==> src/common/drive_psm_pkg.sv <==
package drive_psm_pkg;

  // ----------------------------------------------------------------
  // Object indexes
  // ----------------------------------------------------------------
  localparam logic [15:0] IDX_COMMAND = 16'h6040;
  localparam logic [15:0] IDX_STATE = 16'h6041;
  localparam logic [15:0] IDX_QS_CODE = 16'h605A;
  localparam logic [15:0] IDX_SD_CODE = 16'h605B;
  localparam logic [15:0] IDX_DO_CODE = 16'h605C;
  localparam logic [15:0] IDX_HALT_CODE = 16'h605D;
  localparam logic [15:0] IDX_FAULT_CODE = 16'h605E;
  localparam logic [15:0] IDX_MODE_SEL = 16'h6060;
  localparam logic [15:0] IDX_MODE_DISP = 16'h6061;
  localparam logic [15:0] IDX_ERROR_CODE = 16'h1003;

  // ----------------------------------------------------------------
  // Command word bit positions
  // ----------------------------------------------------------------
  localparam int CW_SWITCH_ON = 0;
  localparam int CW_ENABLE_VOLT = 1;
  localparam int CW_QUICK_STOP_N = 2;
  localparam int CW_ENABLE_OP = 3;
  localparam int CW_FAULT_RESET = 7;
  localparam int CW_HALT = 8;

  // ----------------------------------------------------------------
  // State word values
  // ----------------------------------------------------------------
  localparam logic [15:0] SW_NOT_READY = 16'h0000;
  localparam logic [15:0] SW_SWITCH_ON_DISABLED = 16'h0040;
  localparam logic [15:0] SW_READY = 16'h0021;
  localparam logic [15:0] SW_SWITCHED_ON = 16'h0023;
  localparam logic [15:0] SW_OP_ENABLED = 16'h0027;
  localparam logic [15:0] SW_QUICK_STOP = 16'h0007;
  localparam logic [15:0] SW_FAULT_REACTION = 16'h000F;
  localparam logic [15:0] SW_FAULT = 16'h0008;

  // ----------------------------------------------------------------
  // Reaction codes and reset values
  // ----------------------------------------------------------------
  localparam logic [15:0] CODE_NO_RAMP = 16'h0000;
  localparam logic [15:0] CODE_SLOW = 16'h0001;
  localparam logic [15:0] CODE_QUICK = 16'h0002;
  localparam logic [15:0] CODE_SLOW_HOLD = 16'h0005;
  localparam logic [15:0] CODE_QUICK_HOLD = 16'h0006;
  localparam logic [15:0] COMMAND_RESET = 16'h0000;
  localparam logic [15:0] QS_CODE_RESET = 16'h0002;
  localparam logic [15:0] SD_CODE_RESET = 16'h0001;
  localparam logic [15:0] DO_CODE_RESET = 16'h0001;
  localparam logic [15:0] HALT_CODE_RESET = 16'h0001;
  localparam logic [15:0] FAULT_CODE_RESET = 16'h0002;
  localparam logic [15:0] ERROR_CODE_RESET = 16'h0000;
  localparam logic [7:0] MODE_RESET = 8'h00;

  // Modes in which halt acts
  localparam logic [7:0] MODE_PROFILE_POS = 8'h01;
  localparam logic [7:0] MODE_VELOCITY = 8'h02;
  localparam logic [7:0] MODE_PROFILE_VEL = 8'h03;
  localparam logic [7:0] MODE_PROFILE_TORQUE = 8'h04;
  localparam logic [7:0] MODE_INTERPOLATED = 8'h07;

  // ----------------------------------------------------------------
  // Types
  // ----------------------------------------------------------------
  typedef enum logic [1:0] {
    RAMP_NONE = 2'h0,
    RAMP_SLOW = 2'h1,
    RAMP_QUICK = 2'h2
  } ramp_kind_t;

  typedef enum logic [7:0] {
    ST_NOT_READY = 8'h01,
    ST_SOD = 8'h02,
    ST_READY = 8'h04,
    ST_SWITCHED_ON = 8'h08,
    ST_OP = 8'h10,
    ST_QS = 8'h20,
    ST_FR = 8'h40,
    ST_FAULT = 8'h80
  } psm_state_t;

  typedef enum logic [1:0] {
    SR_IDLE = 2'h1,
    SR_BRAKE = 2'h2
  } stop_state_t;

endpackage : drive_psm_pkg

==> src/drive_power_state_machine.sv <==
`timescale 1ns/1ps
module drive_power_state_machine
  import drive_psm_pkg::*;
(
  // Clock and reset
  input wire logic i_clock,
  input wire logic i_rstn,
  // Object access
  input wire logic i_obj_wr,
  input wire logic i_obj_rd,
  input wire logic [15:0] i_obj_index,
  input wire logic [15:0] i_obj_wdata,
  output logic [15:0] o_obj_rdata,
  output logic o_obj_ack,
  output logic o_obj_error,
  // Drive events
  input wire logic i_self_test_ok,
  input wire logic i_unrecoverable_error,
  input wire logic i_fault,
  input wire logic [15:0] i_fault_code,
  input wire logic i_limit_switch,
  input wire logic i_standstill,
  // Power stage and motion
  output logic o_power_stage_on,
  output ramp_kind_t o_ramp_kind,
  output logic o_halt_active,
  output logic [15:0] o_state_word,
  output logic [7:0] o_mode_display
);

  // ----------------------------------------------------------------
  // Storage
  // ----------------------------------------------------------------
  logic [15:0] cmd_q;
  logic [15:0] cmd_prev_q;
  logic [15:0] qs_code_q;
  logic [15:0] sd_code_q;
  logic [15:0] do_code_q;
  logic [15:0] halt_code_q;
  logic [15:0] fault_cfg_q;
  logic [15:0] err_code_q;
  logic [7:0] mode_sel_q;
  logic [7:0] mode_disp_q;
  logic [15:0] state_word_q;
  logic [15:0] rdata_q;
  logic ack_q;
  logic err_q;
  logic lock_q;
  logic qs_hold_q;
  logic power_q;
  logic halt_q;
  ramp_kind_t ramp_kind_q;
  psm_state_t state_q;
  psm_state_t state_d;
  psm_state_t target_q;
  psm_state_t target_d;
  logic start;
  ramp_kind_t start_kind;
  logic abort;
  logic braking;
  ramp_kind_t brake_kind;
  logic ramp_done;

  // ----------------------------------------------------------------
  // Command decode
  // ----------------------------------------------------------------
  logic c_shutdown;
  logic c_switch_on;
  logic c_disable_volt;
  logic c_quick_stop;
  logic c_enable_op;
  logic fault_reset_rise;
  logic qs_release_rise;
  logic quiet;
  logic halt_mode;
  logic qs_hold_code;

  // Bit 7 set blocks every level-coded state command; the halt bit still acts
  assign c_shutdown = !cmd_q[CW_FAULT_RESET] && cmd_q[CW_QUICK_STOP_N] && cmd_q[CW_ENABLE_VOLT]
                      && !cmd_q[CW_SWITCH_ON];
  assign c_switch_on = !cmd_q[CW_FAULT_RESET] && !cmd_q[CW_ENABLE_OP] && cmd_q[CW_QUICK_STOP_N]
                       && cmd_q[CW_ENABLE_VOLT] && cmd_q[CW_SWITCH_ON];
  assign c_enable_op = !cmd_q[CW_FAULT_RESET] && cmd_q[CW_ENABLE_OP] && cmd_q[CW_QUICK_STOP_N]
                       && cmd_q[CW_ENABLE_VOLT] && cmd_q[CW_SWITCH_ON];
  assign c_disable_volt = !cmd_q[CW_FAULT_RESET] && !cmd_q[CW_ENABLE_VOLT];
  assign c_quick_stop = !cmd_q[CW_FAULT_RESET] && !cmd_q[CW_QUICK_STOP_N] && cmd_q[CW_ENABLE_VOLT];
  assign fault_reset_rise = cmd_q[CW_FAULT_RESET] && !cmd_prev_q[CW_FAULT_RESET];
  assign qs_release_rise = c_enable_op && !cmd_prev_q[CW_QUICK_STOP_N];
  assign quiet = !lock_q && !i_unrecoverable_error && !i_fault;
  assign halt_mode = (mode_disp_q == MODE_PROFILE_POS) || (mode_disp_q == MODE_VELOCITY)
                     || (mode_disp_q == MODE_PROFILE_VEL) || (mode_disp_q == MODE_PROFILE_TORQUE)
                     || (mode_disp_q == MODE_INTERPOLATED);
  assign qs_hold_code = (qs_code_q == CODE_SLOW_HOLD) || (qs_code_q == CODE_QUICK_HOLD);

  // Reserved codes fall back to a stop without ramp
  function automatic ramp_kind_t react_kind(input logic [15:0] code);
    ramp_kind_t k;
    k = RAMP_NONE;
    if ((code == CODE_SLOW) || (code == CODE_SLOW_HOLD)) begin
      k = RAMP_SLOW;
    end else if ((code == CODE_QUICK) || (code == CODE_QUICK_HOLD)) begin
      k = RAMP_QUICK;
    end
    return k;
  endfunction : react_kind

  function automatic logic [15:0] word_of(input psm_state_t s);
    logic [15:0] w;
    w = SW_NOT_READY;
    unique case (s)
      ST_NOT_READY: w = SW_NOT_READY;
      ST_SOD: w = SW_SWITCH_ON_DISABLED;
      ST_READY: w = SW_READY;
      ST_SWITCHED_ON: w = SW_SWITCHED_ON;
      ST_OP: w = SW_OP_ENABLED;
      ST_QS: w = SW_QUICK_STOP;
      ST_FR: w = SW_FAULT_REACTION;
      ST_FAULT: w = SW_FAULT;
      default: w = SW_NOT_READY;
    endcase
    return w;
  endfunction : word_of

  // ----------------------------------------------------------------
  // Transition logic
  // ----------------------------------------------------------------
  // Patterns with no transition from the present state fall through unchanged
  always_comb begin
    state_d = state_q;
    target_d = target_q;
    start = 1'b0;
    start_kind = RAMP_NONE;
    abort = 1'b0;
    if (lock_q || i_unrecoverable_error) begin
      state_d = ST_NOT_READY;
      abort = 1'b1;
    end else if (i_fault && (state_q != ST_FR) && (state_q != ST_FAULT) && (state_q != ST_NOT_READY)) begin
      state_d = ST_FR;
      start = 1'b1;
      start_kind = react_kind(fault_cfg_q);
    end else begin
      unique case (state_q)
        ST_NOT_READY: begin
          if (i_self_test_ok) state_d = ST_SOD;
        end
        ST_SOD: begin
          if (c_shutdown) state_d = ST_READY;
        end
        ST_READY: begin
          if (c_switch_on) state_d = ST_SWITCHED_ON;
          else if (c_disable_volt || c_quick_stop) state_d = ST_SOD;
        end
        ST_SWITCHED_ON: begin
          if (c_enable_op) state_d = ST_OP;
          else if (c_shutdown) state_d = ST_READY;
          else if (c_disable_volt || c_quick_stop) state_d = ST_SOD;
        end
        ST_OP: begin
          if (ramp_done) begin
            state_d = target_q;
          end else if (braking) begin
            state_d = ST_OP;
          end else if (c_disable_volt) begin
            state_d = ST_SOD;
          end else if (c_quick_stop || i_limit_switch) begin
            state_d = ST_QS;
            start = 1'b1;
            start_kind = react_kind(qs_code_q);
          end else if (c_shutdown) begin
            if (react_kind(sd_code_q) == RAMP_NONE) begin
              state_d = ST_READY;
            end else begin
              start = 1'b1;
              start_kind = react_kind(sd_code_q);
              target_d = ST_READY;
            end
          end else if (c_switch_on) begin
            if (react_kind(do_code_q) == RAMP_NONE) begin
              state_d = ST_SWITCHED_ON;
            end else begin
              start = 1'b1;
              start_kind = react_kind(do_code_q);
              target_d = ST_SWITCHED_ON;
            end
          end
        end
        ST_QS: begin
          if (c_disable_volt) begin
            state_d = ST_SOD;
            abort = 1'b1;
          end else if (ramp_done) begin
            if (!qs_hold_q) state_d = ST_SOD;
          end else if (!braking && qs_hold_q && qs_release_rise) begin
            state_d = ST_OP;
          end
        end
        ST_FR: begin
          if (ramp_done) state_d = ST_FAULT;
        end
        ST_FAULT: begin
          if (fault_reset_rise) state_d = ST_SOD;
        end
        default: begin
          state_d = ST_NOT_READY;
        end
      endcase
    end
  end

  stop_ramp_seq u_stop (
    .i_clock(i_clock),
    .i_rstn(i_rstn),
    .i_start(start),
    .i_kind(start_kind),
    .i_abort(abort),
    .i_standstill(i_standstill),
    .o_braking(braking),
    .o_kind(brake_kind),
    .o_done(ramp_done)
  );

  // ----------------------------------------------------------------
  // State and state word
  // ----------------------------------------------------------------
  always_ff @(posedge i_clock) begin
    if (!i_rstn) begin
      state_q <= ST_NOT_READY;
      target_q <= ST_SOD;
      state_word_q <= SW_NOT_READY;
      lock_q <= 1'b0;
      qs_hold_q <= 1'b0;
    end else begin
      state_q <= state_d;
      target_q <= target_d;
      state_word_q <= word_of(state_d);
      lock_q <= lock_q || i_unrecoverable_error;
      if ((state_d == ST_QS) && (state_q != ST_QS)) qs_hold_q <= qs_hold_code;
    end
  end

  // ----------------------------------------------------------------
  // Power stage, ramp and halt
  // ----------------------------------------------------------------
  // Hold codes keep the motor energized in quick stop; no-ramp paths drop it at once, except quick stop with code 0 or a reserved code, one cycle later
  always_ff @(posedge i_clock) begin
    if (!i_rstn) begin
      power_q <= 1'b0;
      halt_q <= 1'b0;
      ramp_kind_q <= RAMP_NONE;
    end else begin
      power_q <= (state_d == ST_OP) || (state_d == ST_QS)
                 || ((state_d == ST_FR) && (start ? (start_kind != RAMP_NONE) : braking));
      halt_q <= (state_d == ST_OP) && cmd_q[CW_HALT] && halt_mode && !start && !braking
                && ((halt_code_q == CODE_SLOW) || (halt_code_q == CODE_QUICK));
      if (start) ramp_kind_q <= start_kind;
      else if (braking) ramp_kind_q <= brake_kind;
      else if ((state_d == ST_OP) && cmd_q[CW_HALT] && halt_mode) ramp_kind_q <= react_kind(halt_code_q);
      else ramp_kind_q <= RAMP_NONE;
    end
  end

  // ----------------------------------------------------------------
  // Object access
  // ----------------------------------------------------------------
  always_ff @(posedge i_clock) begin
    if (!i_rstn) begin
      cmd_q <= COMMAND_RESET;
      qs_code_q <= QS_CODE_RESET;
      sd_code_q <= SD_CODE_RESET;
      do_code_q <= DO_CODE_RESET;
      halt_code_q <= HALT_CODE_RESET;
      fault_cfg_q <= FAULT_CODE_RESET;
      mode_sel_q <= MODE_RESET;
    end else if (i_obj_wr) begin
      unique case (i_obj_index)
        IDX_COMMAND: cmd_q <= i_obj_wdata;
        IDX_QS_CODE: qs_code_q <= i_obj_wdata;
        IDX_SD_CODE: sd_code_q <= i_obj_wdata;
        IDX_DO_CODE: do_code_q <= i_obj_wdata;
        IDX_HALT_CODE: halt_code_q <= i_obj_wdata;
        IDX_FAULT_CODE: fault_cfg_q <= i_obj_wdata;
        IDX_MODE_SEL: mode_sel_q <= i_obj_wdata[7:0];
        default: begin
        end
      endcase
    end
  end

  always_ff @(posedge i_clock) begin
    if (!i_rstn) begin
      cmd_prev_q <= COMMAND_RESET;
      mode_disp_q <= MODE_RESET;
      err_code_q <= ERROR_CODE_RESET;
    end else begin
      cmd_prev_q <= cmd_q;
      mode_disp_q <= mode_sel_q;
      if ((state_d == ST_FR) && (state_q != ST_FR)) err_code_q <= i_fault_code;
    end
  end

  always_ff @(posedge i_clock) begin
    if (!i_rstn) begin
      rdata_q <= 16'h0000;
      ack_q <= 1'b0;
      err_q <= 1'b0;
    end else begin
      ack_q <= i_obj_wr || i_obj_rd;
      err_q <= 1'b0;
      if (i_obj_rd) begin
        unique case (i_obj_index)
          IDX_COMMAND: rdata_q <= cmd_q;
          IDX_STATE: rdata_q <= state_word_q;
          IDX_QS_CODE: rdata_q <= qs_code_q;
          IDX_SD_CODE: rdata_q <= sd_code_q;
          IDX_DO_CODE: rdata_q <= do_code_q;
          IDX_HALT_CODE: rdata_q <= halt_code_q;
          IDX_FAULT_CODE: rdata_q <= fault_cfg_q;
          IDX_MODE_SEL: rdata_q <= {8'h00, mode_sel_q};
          IDX_MODE_DISP: rdata_q <= {8'h00, mode_disp_q};
          IDX_ERROR_CODE: rdata_q <= err_code_q;
          default: begin
            rdata_q <= 16'h0000;
            err_q <= 1'b1;
          end
        endcase
      end else if (i_obj_wr) begin
        err_q <= (i_obj_index == IDX_STATE) || (i_obj_index == IDX_MODE_DISP) || (i_obj_index == IDX_ERROR_CODE)
                 || !((i_obj_index == IDX_COMMAND) || (i_obj_index == IDX_QS_CODE) || (i_obj_index == IDX_SD_CODE)
                 || (i_obj_index == IDX_DO_CODE) || (i_obj_index == IDX_HALT_CODE)
                 || (i_obj_index == IDX_FAULT_CODE) || (i_obj_index == IDX_MODE_SEL));
      end
    end
  end

  assign o_obj_rdata = rdata_q;
  assign o_obj_ack = ack_q;
  assign o_obj_error = err_q;
  assign o_power_stage_on = power_q;
  assign o_ramp_kind = ramp_kind_q;
  assign o_halt_active = halt_q;
  assign o_state_word = state_word_q;
  assign o_mode_display = mode_disp_q;
endmodule : drive_power_state_machine

==> src/stop_ramp_seq.sv <==
`timescale 1ns/1ps
module stop_ramp_seq
  import drive_psm_pkg::*;
(
  // Clock and reset
  input wire logic i_clock,
  input wire logic i_rstn,
  // Request
  input wire logic i_start,
  input wire ramp_kind_t i_kind,
  input wire logic i_abort,
  // Motor feedback
  input wire logic i_standstill,
  // Status
  output logic o_braking,
  output ramp_kind_t o_kind,
  output logic o_done
);

  stop_state_t state_q;
  ramp_kind_t kind_q;
  logic done_q;

  // ----------------------------------------------------------------
  // Sequencer
  // ----------------------------------------------------------------
  // A new start wins over a running ramp, so a fault can retarget a stop
  always_ff @(posedge i_clock) begin
    if (!i_rstn) begin
      state_q <= SR_IDLE;
      kind_q <= RAMP_NONE;
      done_q <= 1'b0;
    end else begin
      done_q <= 1'b0;
      if (i_abort) begin
        state_q <= SR_IDLE;
        kind_q <= RAMP_NONE;
      end else if (i_start) begin
        kind_q <= i_kind;
        if (i_kind == RAMP_NONE) begin
          state_q <= SR_IDLE;
          done_q <= 1'b1;
        end else begin
          state_q <= SR_BRAKE;
        end
      end else begin
        unique case (state_q)
          SR_IDLE: begin
            kind_q <= RAMP_NONE;
          end
          SR_BRAKE: begin
            if (i_standstill) begin
              state_q <= SR_IDLE;
              done_q <= 1'b1;
            end
          end
          default: begin
            state_q <= SR_IDLE;
          end
        endcase
      end
    end
  end

  assign o_braking = (state_q == SR_BRAKE);
  assign o_kind = kind_q;
  assign o_done = done_q;

endmodule : stop_ramp_seq

==> config.mk <==
export PLATFORM = sky130hd
export DESIGN_NAME = drive_power_state_machine
export DESIGN_NICKNAME = d
export VERILOG_FILES = /design/src/common/drive_psm_pkg.sv /design/src/drive_power_state_machine.sv /design/src/stop_ramp_seq.sv
export SDC_FILE = /design/constraint.sdc
export NUM_CORES = 1
export LEC_CHECK = 0
export BUFFER_PORTS_ARGS = -buffer_cell sky130_fd_sc_hd__buf_2
export CORE_MARGIN = 3
export CORE_UTILIZATION = 63
export DETAILED_ROUTE_END_ITERATION = 10
export GPL_TIMING_DRIVEN = 0
export PLACE_DENSITY = 0.81
export SLEW_MARGIN = 40
export SYNTH_ARGS = -nofsm -noshare
export SYNTH_HDL_FRONTEND = slang
export SYNTH_SLANG_ARGS = --single-unit
==> constraint.sdc <==
create_clock -name i_clock -period 4.75 [get_ports i_clock]
set_input_delay 0.2375 -clock i_clock [delete_from_list [all_inputs] [get_ports i_clock]]
set_output_delay 0.2375 -clock i_clock [all_outputs]
set_load 0.1 [all_outputs]
==> impl_metrics.csv <==
group,metric,value,unit
detailed_routing,wl_per_cell,21.54,µm
timing,tightest_slew,802.0,ps
floorplan,initial_core_util,0.6514,
layout,syn2layout_area_growth,15.16,%
worst_setup_path,critPathArrivalTime,3370,ps
layout,regArea,3523,µm²
timing,finalClockSkew,11.13,ps
logic_synthesis,synth-edff-count,0,
timing,rsz0062_at_grt,"false",
layout,fin_nets,1194,
logic_synthesis,ys_seq_elements,176,
clock_network,clock-sinks,176,
timing,timing.slew.headroom,0.4653,
timing,slew_violations,0,
detailed_routing,routed_wl,28550,µm
floorplan,dieArea,15310,µm²
worst_setup_path,crit_path_max_fanout,7,
clock_network,cts_resized,0,
pwr,power_frac_clock,0.442,
clock_network,clk_path_buf_depth,2,
worst_setup_path,path_class,"register to register",
clock_network,post_cts_buffers,0,
detailed_routing,detail_route.drc_violations,0,
logic_synthesis,avgSynthCellArea,8.567,µm²
logic_synthesis,synth_top_area_frac,0.4036,
logic_synthesis,synth_area,8730,µm²
pwr,p_int,2.359,mW
logic_synthesis,netlist_top_cells_area,"dfxtp_1 40%, nand2_1 6.1%, a21boi_0 6.1%",
placed_design,gp_congestion,1.015,
worst_setup_path,setup.worst_path.start_class,"register",
worst_setup_path,cp_slowest_cell,"or4_1",
timing,final-setup-viol-count,0,
clock_network,ctsHoldBuffers,0,
run,drv_cap,0,
placed_design,dp_cells,1294,
detailed_routing,via_per_inst,6.532,
layout,layout.cells.non_filler,1325,
pwr,combPwrFrac,0.093,
clock_network,cts_root_buffer,"clkbuf_16",
logic_synthesis,synthArstFlopShare,0,
floorplan,rows,42,
clock_network,clk_latency,440,ps
worst_setup_path,path_cells,"or4_1 > nor4_4 > a21boi_0 > a211oi_1 > nor3b_1 > o21ai_0 > a21oi_1",
worst_setup_path,slowest_delay,580,ps
timing,post-route-min-period,3018,ps
layout,multi_input_area,4868,µm²
floorplan,dieWidth,123.7,µm
global_route,grt_max_degree,17,
layout,antenna_cells,0,
detailed_routing,drtAntennaViolNets,0,
global_route,grt_remaining_overflow,0,
clock_network,cts-buffers-inserted,17,
logic_synthesis,ys_top_cells_by_count,"176 x dfxtp_1, 143 x nand2_1, 71 x a21boi_0, 69 x nand3_1, 61 x clkbuf_1",
logic_synthesis,synthCells,1019,
pwr,p_leak,3.711,nW
pwr,power_density,319.9,nW/µm²
logic_synthesis,synth.distinct_cells,72,
detailed_routing,route.vias.total,8655,
worst_setup_path,endpoint_kind,"register",
pwr,seq_power_share,0.465,
floorplan,ios,103,
placed_design,port_buffers,90,
clock_network,cts_tree,"done",
clock_network,cts_htree_levels,4,
layout,fillers,1024,
timing,hold-worst-slack,47.08,ps
floorplan,die_y,123.7,µm
floorplan,core_area,13400,µm²
placed_design,place_hpwl,21220,µm
timing,finalCritPeriodShare,0.6354,
logic_synthesis,ys.flop_type,"dfxtp_1",
global_route,antenna_found_initial,0,
timing,hold_viol,0,
worst_setup_path,crit_family,"simple AND/OR/NAND/NOR gates",
worst_setup_path,critical_path_required,5110,ps
logic_synthesis,synth_warnings,0,
timing,tns,0,ps
pwr,switching_share,0.2665,
logic_synthesis,synth_area_leader_cell,"dfxtp_1",
detailed_routing,drt_iter0_drc,1110,
pwr,max-vdd-ir-drop,314.8,µV
global_route,track_usage,0.3740,
worst_hold_path,hold_class,"input pin to register",
layout,drive_gt1_frac,0.1567,
logic_synthesis,synth_most_common_cell,"dfxtp_1",
worst_setup_path,crit_buf_inv,0,
clock_network,cts.clk_slew.worst_paths,70,ps
timing,clock.fmax,331.4,MHz
logic_synthesis,yosysSeqAreaShare,0.4036,
global_route,grt_pass1_wl,43260,µm
detailed_routing,firstDrtPassIters,8,
pwr,p_sw,857.1,µW
run_status,outcome,"complete, no violations",
global_route,grt_pass1_vias,7908,
[registers in the layout (all words and copies together), names as in the netlist, 2 cells and up]
signal and cells:
do_code_q 16, o_mode_display 8, sd_code_q 16, err_code_q 16, u_stop.state_q 2, halt_code_q 16, mode_sel_q 8, qs_code_q 16
cmd_prev_q 2, target_q 3, state_q 8, u_stop.o_kind 2, o_ramp_kind 2, cmd_q 16, fault_cfg_q 16, o_obj_rdata 16
o_state_word 6
[worst register-to-register path: stages, from the launching register on]
cell      delay, ps
dfxtp_1         350
or4_1           580
nor4_4          580
a21boi_0        200
a211oi_1        510
nor3b_1         370
o21ai_0         160
a21oi_1         190
[cell families after synthesis]
family	count (synthesis)	synth area share
flip-flops	176	0.4036
XOR/XNOR	6	0.006020
AND/OR/NAND/NOR	416	0.2504
buffers and inverters	91	0.04587
other	1	0.0004296
AO/OA/AOI/OAI	267	0.2196
multiplexers	62	0.07410
[metrics by stage]
step                total power [mW]    util  setup WS (ps)  cell area, µm²
detailed placement             1.818  0.7045           1659            9440
floorplan                      1.721       -           2328            8763
global placement               1.815  0.7040           1633            9434
global route                   3.292  0.7502           1642           10050
CTS                            3.203  0.7486           1626           10030
finish                         3.216  0.7502           1732           10050
[power by group through the flow]
stage	Sequential, mW	Combinational (mW)	Clock (mW)
global route	1.49	0.309	1.49
global placement	1.53	0.288	0
finish	1.49	0.298	1.42
floorplan	1.59	0.134	0
CTS	1.49	0.292	1.42
detailed placement	1.53	0.290	0
[layer usage]
layer | GRT usage | vias up | part of all wire
met1 | 0.4750 | 4004 | 0.38
li1 | - | 3942 | -
met3 | 0.06994 | 148 | 0.093
met5 | 0 | - | 0
met2 | 0.5958 | 561 | 0.46
met4 | 0.2138 | 0 | 0.064
[path summary, 6_finish.rpt]
check                                      from         endpoint  slack (ps)  cells after the start
worst max register to register     do_code_q[4]  o_state_word[5]        1730                      7
worst min-delay path            i_fault_code[9]    err_code_q[9]          50                      3
worst max-delay path               do_code_q[4]  o_state_word[5]        1730                      7
worst min register to register        cmd_q[12]        cmd_q[12]         460                      2
[cells in the final DEF, fill, tap and decap left out, drive strengths merged, types with 9 or more instances in the layout]
master / netlist / final
dfxtp: 176 / 176
nand2: 143 / 143
buf: 20 / 110
a21boi: 83 / 83
clkbuf: 61 / 79
nand3: 71 / 71
nor2b: 55 / 55
a22oi: 43 / 43
mux2i: 41 / 41
o21ai: 38 / 38
nor2: 28 / 28
mux2: 21 / 21
a21oi: 20 / 20
and2: 18 / 18
nor4: 17 / 17
nor3: 15 / 15
inv: 10 / 15
nand4: 13 / 13
a221oi: 13 / 13
conb: 1 / 10
nor3b: 10 / 10
or4: 9 / 9
[cell type report]
class                      count  area share
sequential                   176      0.3505
clock inverter                13     0.01506
multi-input combinational    761      0.4843
tap                          176     0.02190
buffer                        81     0.03609
timing repair buffer          90     0.04480
clock buffer                  18     0.04368
inverter                      10    0.003734
No activity file was read; power rests on OpenSTA's default activity.
